File: src/lsrc_defines.vh
// Purpose: constants for the load switch / regulator configuration bank
// Assumes: byte-wide registers reached over a plain address port
// Notes: voltages are held in millivolts
`ifndef LSRC_DEFINES_VH
`define LSRC_DEFINES_VH
`define LSRC_ADDR_W 8
`define LSRC_OFF_CFG1 8'h14
`define LSRC_OFF_CFG2 8'h15
`define LSRC_OFF_UNLOCK 8'h20
`define LSRC_OFF_STATUS 8'h21
`define LSRC_UNLOCK_XOR 8'h7D
`define LSRC_SEL_BIT 5
`define LSRC_CODE_MSB 4
`define LSRC_CODE_LSB 0
`define LSRC_RSV_MSB 7
`define LSRC_RSV_LSB 6
`define LSRC_CFG1_RESET 8'h06
`define LSRC_CFG2_RESET 8'h15
`define LSRC_MV_W 12
`define LSRC_MV_MIN 12'h5DC
`define LSRC_MV_MAX 12'hCE4
`endif

File: src/lsrc_voltage_lut.v
// Purpose: map a 5-bit regulator voltage code to millivolts
// Assumes: code is stable; purely combinational lookup
// Notes: non-linear table, 1500 mV at 0 up to 3300 mV at all ones
`timescale 1ns/1ns
`include "lsrc_defines.vh"
module lsrc_voltage_lut (
	input wire [4:0] code,
	output reg [`LSRC_MV_W-1:0] millivolts
);
	// table lookup; lower half has uneven steps, upper half 50 mV steps
	always @* begin
		case (code)
		5'h00: millivolts = `LSRC_MV_MIN;
		5'h01: millivolts = 12'd1550;
		5'h02: millivolts = 12'd1600;
		5'h03: millivolts = 12'd1650;
		5'h04: millivolts = 12'd1700;
		5'h05: millivolts = 12'd1750;
		5'h06: millivolts = 12'd1800;
		5'h07: millivolts = 12'd1850;
		5'h08: millivolts = 12'd1900;
		5'h09: millivolts = 12'd2000;
		5'h0A: millivolts = 12'd2100;
		5'h0B: millivolts = 12'd2200;
		5'h0C: millivolts = 12'd2300;
		5'h0D: millivolts = 12'd2400;
		5'h0E: millivolts = 12'd2450;
		5'h0F: millivolts = 12'd2500;
		5'h1F: millivolts = `LSRC_MV_MAX;
		// codes 0x10..0x1E climb from 2550 mV in 50 mV steps
		default: millivolts = 12'd2550 + {4'h0, 3'h0, code[3:0], 1'b0} * 12'd25;
		endcase
	end
endmodule // lsrc_voltage_lut

File: src/lsrc_config_bank.v
// Purpose: two switch/regulator configuration registers with write unlock
// Assumes: register port strobes are one cycle, synchronous to clk
// Notes: reset values are variant dependent, so they are parameters
//
// Behaviour
// - first register bits 7:6 read zero
// - second register bits 7:6 read zero
// - first bit 5 selects switch or regulator
// - second bit 5 selects switch or regulator
// - first code bits 4:0 set regulator voltage
// - second code uses same voltage lookup
// - second register lives at 0x15
// - writes need password unlock first; here any write to 0x20 unlocks, the data is not checked
// - first register lives at 0x14
//
// The implementer's own choice: the strobed register port.
`timescale 1ns/1ns
`include "lsrc_defines.vh"
module lsrc_config_bank #(
	parameter [7:0] CFG1_RESET = `LSRC_CFG1_RESET,
	parameter [7:0] CFG2_RESET = `LSRC_CFG2_RESET
) (
	input wire clk,
	input wire arst_n,
	input wire [`LSRC_ADDR_W-1:0] reg_addr,
	input wire [7:0] reg_wdata,
	input wire reg_write,
	input wire reg_read,
	output reg [7:0] reg_rdata,
	output wire switch1_regulator_select,
	output wire switch2_regulator_select,
	output wire [4:0] regulator3_voltage_code,
	output wire [4:0] regulator4_voltage_code,
	output wire [`LSRC_MV_W-1:0] regulator3_millivolts,
	output wire [`LSRC_MV_W-1:0] regulator4_millivolts,
	output wire first_load_switch_mode,
	output wire second_load_switch_mode
);
	// stored writable fields, bits 5:0 only; reserved bits have no storage
	reg [5:0] cfg1; // select plus code of first pass device
	reg [5:0] cfg2; // select plus code of second pass device
	reg unlocked; // armed by any write to the unlock address, spent by next protected write
	reg rejected; // sticky: a protected write was dropped
	wire [`LSRC_MV_W-1:0] mv3; // lookup result for first code
	wire [`LSRC_MV_W-1:0] mv4; // lookup result for second code

	// address decode used by the write path; the read path decodes with its own case
	function [1:0] lsrc_hit;
		input [`LSRC_ADDR_W-1:0] a;
		begin
			lsrc_hit = {a == `LSRC_OFF_CFG2, a == `LSRC_OFF_CFG1};
		end
	endfunction

	wire [1:0] wr_hit = reg_write ? lsrc_hit(reg_addr) : 2'b00;
	// a protected write counts only while the unlock is armed
	wire wr_ok = unlocked & (|wr_hit);

	// unlock: any write to the unlock address arms it, the written data is not checked;
	// one unlock allows exactly one protected write, which blunts runaway code
	always @(posedge clk or negedge arst_n) begin
		if (!arst_n) begin
			unlocked <= 1'b0;
			rejected <= 1'b0;
		end else if (reg_write) begin
			if (reg_addr == `LSRC_OFF_UNLOCK) begin
				unlocked <= 1'b1;
			end else if (|wr_hit) begin
				unlocked <= 1'b0; // any protected write spends it
				if (!unlocked) begin
					rejected <= 1'b1;
				end
			end else if (reg_addr == `LSRC_OFF_STATUS) begin
				rejected <= 1'b0; // software clears the sticky flag
			end
		end
	end

	// configuration storage; writes to bits 7:6 are dropped
	always @(posedge clk or negedge arst_n) begin
		if (!arst_n) begin
			cfg1 <= CFG1_RESET[5:0];
			cfg2 <= CFG2_RESET[5:0];
		end else if (wr_ok) begin
			if (wr_hit[0]) begin
				cfg1 <= reg_wdata[`LSRC_SEL_BIT:0];
			end
			if (wr_hit[1]) begin
				cfg2 <= reg_wdata[`LSRC_SEL_BIT:0];
			end
		end
	end

	// read data stands in the cycle after the strobe; unmapped reads zero
	always @(posedge clk or negedge arst_n) begin
		if (!arst_n) begin
			reg_rdata <= 8'h00;
		end else if (reg_read) begin
			case (reg_addr)
			`LSRC_OFF_CFG1: reg_rdata <= {2'b00, cfg1};
			`LSRC_OFF_CFG2: reg_rdata <= {2'b00, cfg2};
			`LSRC_OFF_STATUS: reg_rdata <= {6'h00, rejected, unlocked};
			default: reg_rdata <= 8'h00;
			endcase
		end else begin
			reg_rdata <= 8'h00;
		end
	end

	// voltage lookups, one per pass device
	lsrc_voltage_lut u_lut3 (
		.code(cfg1[`LSRC_CODE_MSB:`LSRC_CODE_LSB]),
		.millivolts(mv3)
	);
	lsrc_voltage_lut u_lut4 (
		.code(cfg2[`LSRC_CODE_MSB:`LSRC_CODE_LSB]),
		.millivolts(mv4)
	);

	assign switch1_regulator_select = cfg1[`LSRC_SEL_BIT];
	assign switch2_regulator_select = cfg2[`LSRC_SEL_BIT];
	assign regulator3_voltage_code = cfg1[4:0];
	assign regulator4_voltage_code = cfg2[4:0];
	// in switch mode the code is kept but the voltage target reads zero
	assign regulator3_millivolts = cfg1[`LSRC_SEL_BIT] ? mv3 : {`LSRC_MV_W{1'b0}};
	assign regulator4_millivolts = cfg2[`LSRC_SEL_BIT] ? mv4 : {`LSRC_MV_W{1'b0}};
	assign first_load_switch_mode = ~cfg1[`LSRC_SEL_BIT];
	assign second_load_switch_mode = ~cfg2[`LSRC_SEL_BIT];
endmodule // lsrc_config_bank

File: config.mk
export PLATFORM = sky130hd
export DESIGN_NAME = lsrc_config_bank
export DESIGN_NICKNAME = d
export VERILOG_FILES = /design/src/lsrc_voltage_lut.v /design/src/lsrc_config_bank.v
export VERILOG_INCLUDE_DIRS = /design/src
export SDC_FILE = /design/constraint.sdc
export NUM_CORES = 1
export LEC_CHECK = 0
export ABC_CLOCK_PERIOD_IN_PS = 3850
export BUFFER_PORTS_ARGS = -buffer_cell sky130_fd_sc_hd__buf_4
export CAP_MARGIN = 20
export CORE_UTILIZATION = 30
export CTS_CLUSTER_SIZE = 10
export DETAILED_ROUTE_END_ITERATION = 8
export PLACE_DENSITY = 0.56
export SYNTH_ARGS = -nofsm -noshare
export SYNTH_HDL_FRONTEND = slang
export SYNTH_SLANG_ARGS = --single-unit
File: constraint.sdc
create_clock -name clk -period 3.85 [get_ports clk]
set_clock_uncertainty 0.2 [all_clocks]
set_input_delay 0.385 -clock clk [delete_from_list [all_inputs] [get_ports clk]]
set_output_delay 0.385 -clock clk [all_outputs]
set_load 0.005 [all_outputs]
## Word-level counts from Yosys, hierarchy flattened

Index checks and enable logic that the tools add are counted.

| storage, ports and cells | value |
|---|---|
| register bits | 22 |
| bits of input ports | 20 |
| logic and storage cells | 71 |

| cells by class | value |
|---|---|
| $add $sub $neg | 2 |
| $mul | 2 |
| eq/ne operators | 37 |
| mux-type cells | 12 |
| bitwise logic cells | 4 |
| reduce and logical (&&, ||, !) cells | 9 |

Operator list:

| kind | count |
|---|---|
| one-hot mux 12 bit (17 select lines) | 2 |
| equality test 5 x 4 -> 1 bit (second input constant) | 16 |
| equality test 5 x 3 -> 1 bit (second input constant) | 8 |
| adder 12 x 10 -> 12 bit (first input constant) | 2 |
| two-way mux 12 bit | 2 |
| equality test 5 x 2 -> 1 bit (second input constant) | 4 |
| multiplier 4 x 5 -> 9 bit (second input constant) | 2 |
| one-hot mux 6 bit (3 select lines) | 1 |
| equality test 8 x 5 -> 1 bit (second input constant) | 2 |
| equality test 8 x 6 -> 1 bit (second input constant) | 2 |
| equality test 5 x 1 -> 1 bit (second input constant) | 2 |
| equality test 5 bit (second input constant) | 2 |
| logical NOT 5 bit | 2 |
| two-way mux 8 bit | 1 |
| AND reduction 2 bit | 3 |
| two-way mux 1 bit | 5 |
| AND reduction 4 bit | 1 |
| nonzero test 2 bit | 2 |
| NOT 1 bit | 3 |
| two-way mux 2 bit | 1 |
| inequality test 2 bit (second input constant) | 1 |
| OR reduction 2 bit | 1 |
| bitwise AND 1 bit | 1 |

## Depth between registers and ports, before layout

| logic depth | value |
|---|---|
| depth in word-level cells | 5 |
| mapped depth | 9 |

## By module

Synthesis repeated with hierarchy kept, for this count alone.

| second synthesis, totals | value |
|---|---|
| cells, all modules | 352 |
| area total of the unflattened synthesis | 2954.1 µm² |

Modules (own cells, without submodules):

| module | instances | cells each | area each (µm²) | sequential area each (µm²) |
|---|---|---|---|---|
| lsrc_voltage_lut | 2 | 128 | 914.6 | 0.0 |
| lsrc_config_bank | 1 | 96 | 1124.8 | 506.7 |

## Least setup slack after synthesis

Ideal clock, no wire load.

| path | value |
|---|---|
| kind | flip-flop to output port |
| start point | register cfg2[0] |
| end point | output regulator4_millivolts[7] |
| data arrival time | 2.685 ns |
| slack | 0.580 ns |
| cell stages (with the launch flop) | 10 |
| path buffers | 0 |
| cells stage by stage | dfstp_2 -> inv_1 -> ha_1 -> ha_1 -> fa_1 -> nor3_1 -> nor2b_1 -> xnor2_1 -> a2111oi_0 -> nor2_1 |

| on the way | value |
|---|---|
| word-level cells in the longest chain between the ends | 4 |
| elaborated cells on any way between the ends | 21 |

RTL lines:

| element | RTL line | RTL |
|---|---|---|
| start: declaration | lsrc_config_bank.v:41 | `reg [5:0] cfg2;` |
| start signal: assignment | lsrc_config_bank.v:83 | `cfg2 <= CFG2_RESET[5:0];` |
| start signal: assignment | lsrc_config_bank.v:89 | `` cfg2 <= reg_wdata[`LSRC_SEL_BIT:0]; `` |
| multiplier 4 x 5 -> 9 bit | lsrc_voltage_lut.v:31 | `default: millivolts = 12'd2550 + {4'h0, 3'h0, code[3:0], 1'b0} * 12'd25;` |
| adder 12 x 10 -> 12 bit | lsrc_voltage_lut.v:31 |  |
| one-hot mux 12 bit (17 select lines) * | lsrc_voltage_lut.v:12 | `case (code)` |
| two-way mux 12 bit * | lsrc_config_bank.v:126 | `` assign regulator4_millivolts = cfg2[`LSRC_SEL_BIT] ? mv4 : {`LSRC_MV_W{1'b0}}; `` |
| end: declaration | lsrc_config_bank.v:35 | `` output wire [`LSRC_MV_W-1:0] regulator4_millivolts, `` |

Every way passes the cells marked *; elsewhere a longest branch is shown, timed or not.

## Final worst setup path

Ends and elaborated chain as after synthesis.

==> summary.txt <==
Cells and area
  – Area growth syn-to-layout: 24.16%
  – Nets: 440
  – Diode count: 0
  – Final cell count without fillers: 489
  – Final Util: 0.3838
  – Layout cells sized above 1: 0.2730

Critical path
  – Crit path required time: 3.26 ns
  – CP peak stage delay: 0.59 ns
  – FF-to-FF Start: unlocked$_DFFE_PN0P_
  – Crit Path Category: flip-flop to primary output
  – CP Data Arrival Time: 3.15 ns
  – Crit path max-delay cell type: dfstp_2
  – Crit path max fanout: 5
  – Critical path, cell by cell: inv_1, ha_1, ha_1, fa_1, nor3_2, nor2b_2, xnor2_1, a2111oi_2, nor2_1, buf_4
  – CP Launch Point: cfg2[0]$_DFFE_PN1P_
  – Startpoint Class: flip-flop
  – Endpoint class of the critical path: primary output
  – Crit-path most repeated cell: ha_1

Pwr
  – Leakage power: 1.598 nW
  – Pwr/cell area: roughly 140 nW/um^2
  – Max VDD drop: between 0.00015 and 0.0002 V
  – Total Power: 0.4677 mW

Clocking
  – CTS buffer count: 3
  – Worst skew pair latency: 0.25 ns
  – CTS H-Tree Depth: 1
  – Max clock buf depth: 2
  – Clock transition at path regs: around 0.08 ns
  – Clk root buf: clkbuf_8
  – # clock sinks: 20
  – CTS tree: done

Routing
  – DRT Pass-1 Iters: 4
  – Routed len/inst: 14.37 um
  – DRC: 0
  – DRT iter0 DRCs: 196
  – Vias: 2628
  – WL final: 7.027 mm
  – Vias/cell: 5.374
  – Final ANT Viol Nets: 0

Floorplanning
  – Starting density of the core: 0.3091
  – # IOs: 66
  – DIE AREA: 9324 sq um
  – Row cnt: 34
  – Placeable core area: a little under 9000 sq um
  – DIE HEIGHT: 96.56 um
  – Die width: a little under 100 um

Global routing
  – Largest net degree at the start of global routing: 22
  – Grt met2 use: 0.2553
  – First-pass GRT wire length: ~11 mm
  – Vias in the first global route: 2396
  – Grt ovf: 0
  – M3 GR Usage: 0.01252
  – Total GRT Usage: 0.1539
  – Global route hottest layer: met2
  – GR Util met1: 0.2164
  – Initial antenna violation count: 0

Hold path
  – HP Start: reg_wdata[3]
  – HP Class: input port to flip-flop

Logic synthesis
  – Mapped Cells: between 300 and 400
  – Synth area leaders: ha_1 17%, dfrtp_1 14%, mux2_2 5.5%
  – Count of cell types in the netlist: 61
  – Post-synth top area cell: ha_1
  – Sequential area share after synthesis: 0.1889
  – Yosys reg bits: 20
  – Mapped Area: 2683 sq um
  – Main synth FF type: dfrtp_1
  – Top-area cell type share of the netlist area: 0.1679
  – Top-count cell post-synth: ha_1
  – Async SR Flop Fraction: 1.000
  – Post-synth EDFFs: 0
  – Avg Synthesized Cell Area: 8.229 sq um
  – Yosys Warn Count: 0
  – Most common library cells after synthesis: 36 x ha_1, 30 x nor2_1, 25 x nand2_1

Outcome
  – Run status: finished, final reports clean

Job
  – Max cap viols: 0

Timing
  – Final Hold Fails: 0
  – Slew HR: 0.5765
  – Final period util: 0.9688
  – Finish-stage setup viols: 0
  – Pins Over Slew Limit: 0
  – Tmin final: around 3.7 ns
  – Worst-Margin Slew: roughly 0.63 ns
  – RSZ-0062 raised after global routing: yes
  – Highest clock rate: 268.1 MHz

Placement
  – HPWL Detailed: 5.489 mm
  – Buffers on Ports: 59
  – Final GP Congestion: 0.9467
  – Cell count after placement: 482
per-layer routing:
| metal | vias to the layer above | part of all wire |
|---|---|---|
| li1 | 1279 | - |
| met1 | 1238 | 0.47 |
| met2 | 103 | 0.47 |
| met3 | 8 | 0.051 |
| met4 | 0 | 0.013 |
| met5 | - | 0 |
final timing paths:
path | end | slack [ns] | cells after the start
min in group asynchronous | cfg1[3]$_DFFE_PN0P_ | 0.34 | 2
max | regulator4_millivolts[7] | 0.12 | 10
min | cfg2[3]$_DFFE_PN0P_ | 0.17 | 2
max in group asynchronous | cfg2[0]$_DFFE_PN1P_ | 2.84 | 2
min reg2reg | reg_rdata[1]$_DFF_PN0_ | 0.34 | 2
max reg2reg | cfg1[5]$_DFFE_PN0P_ | 2.31 | 3
power breakdown:
group / switching, mW / total, mW / internal [mW] / leakage (nW)
Clock: 0.0695 / 0.208 / 0.139 / 0.0357
Combinational: 0.0233 / 0.0462 / 0.0229 / 1.30
Sequential: 0.00188 / 0.213 / 0.212 / 0.261
Total: 0.0947 / 0.468 / 0.373 / 1.60
sequential cells by signal (all words and copies together), names as in the netlist:
signal	flops
unlocked	1
cfg1	6
cfg2	6
rejected	1
reg_rdata	6
cells in the final DEF, fill, tap and decap left out, drive strengths merged, types with 5 or more instances in the layout:
cell type / n
nand2: 25
xor2: 7
nor2b: 9
buf: 66
a22oi: 5
a2111oi: 5
o21a: 5
a31oi: 10
mux2i: 6
a21oi: 22
nor3: 8
dfrtp: 15
nor2: 30
inv: 16
ha: 36
mux2: 13
xnor2: 10
o21ai: 23
nand3: 9
dfstp: 5
cell type report:
cell class,count,area (sq um)
clock inverter,1,30.03
fill,931,5348
timing repair buffer,67,505.5
clock buffer,3,41.29
sequential,20,506.7
inverter,16,60.06
tap,108,135.1
multi-input combinational,274,2052
per-stage QoR:
stage               hold slack [ns]  area, sq um  setup TNS, ns  setup slack [ns]
finish                       0.1668         3331              0            0.1199
global route                 0.1654         3331       -0.03280          -0.02809
CTS                          0.1654         3294              0          0.001359
detailed placement          0.07991         3207              0            0.2003
global placement            0.07470         3207              0            0.2803
floorplan                   -0.1106         2694              0            0.5799
critical path, delay by kind of cell, from the launching register on:
family / cells / cell delay [ns]
adders and majority gates: 3 / 1.07
DFF: 1 / 0.59
and+or+nand+nor: 3 / 0.52
AOI/OAI and AO/OA: 1 / 0.38
buffers and inverters: 2 / 0.24
xor gates and xnor gates: 1 / 0.10
logic make-up (layout without fill, tap and decap cells):
family | count (synthesis) | in the layout | synth area share
flip-flops | 20 | 20 | 0.1889
adder cells (fa/ha/maj) | 38 | 38 | 0.1828
AO/OA/AOI/OAI | 93 | 93 | 0.2379
AND/OR/NAND/NOR | 103 | 103 | 0.1959
buffers and inverters | 35 | 87 | 0.06064
multiplexers | 19 | 19 | 0.07696
XOR/XNOR | 17 | 17 | 0.05550
other | 1 | 4 | 0.001398
repair_timing:
| action | in CTS | in global routing |
|---|---|---|
| setup buffers | 0 | 2 |
| setup endpoints to repair | 2 | 5 |
| hold endpoints to repair | 15 | 0 |
| hold buffers | 1 | 0 |
| pin swaps | 0 | 1 |
| gates resized for setup | 2 | 6 |
| cloned | 0 | 0 |
Power figures use the tool's default switching activity.
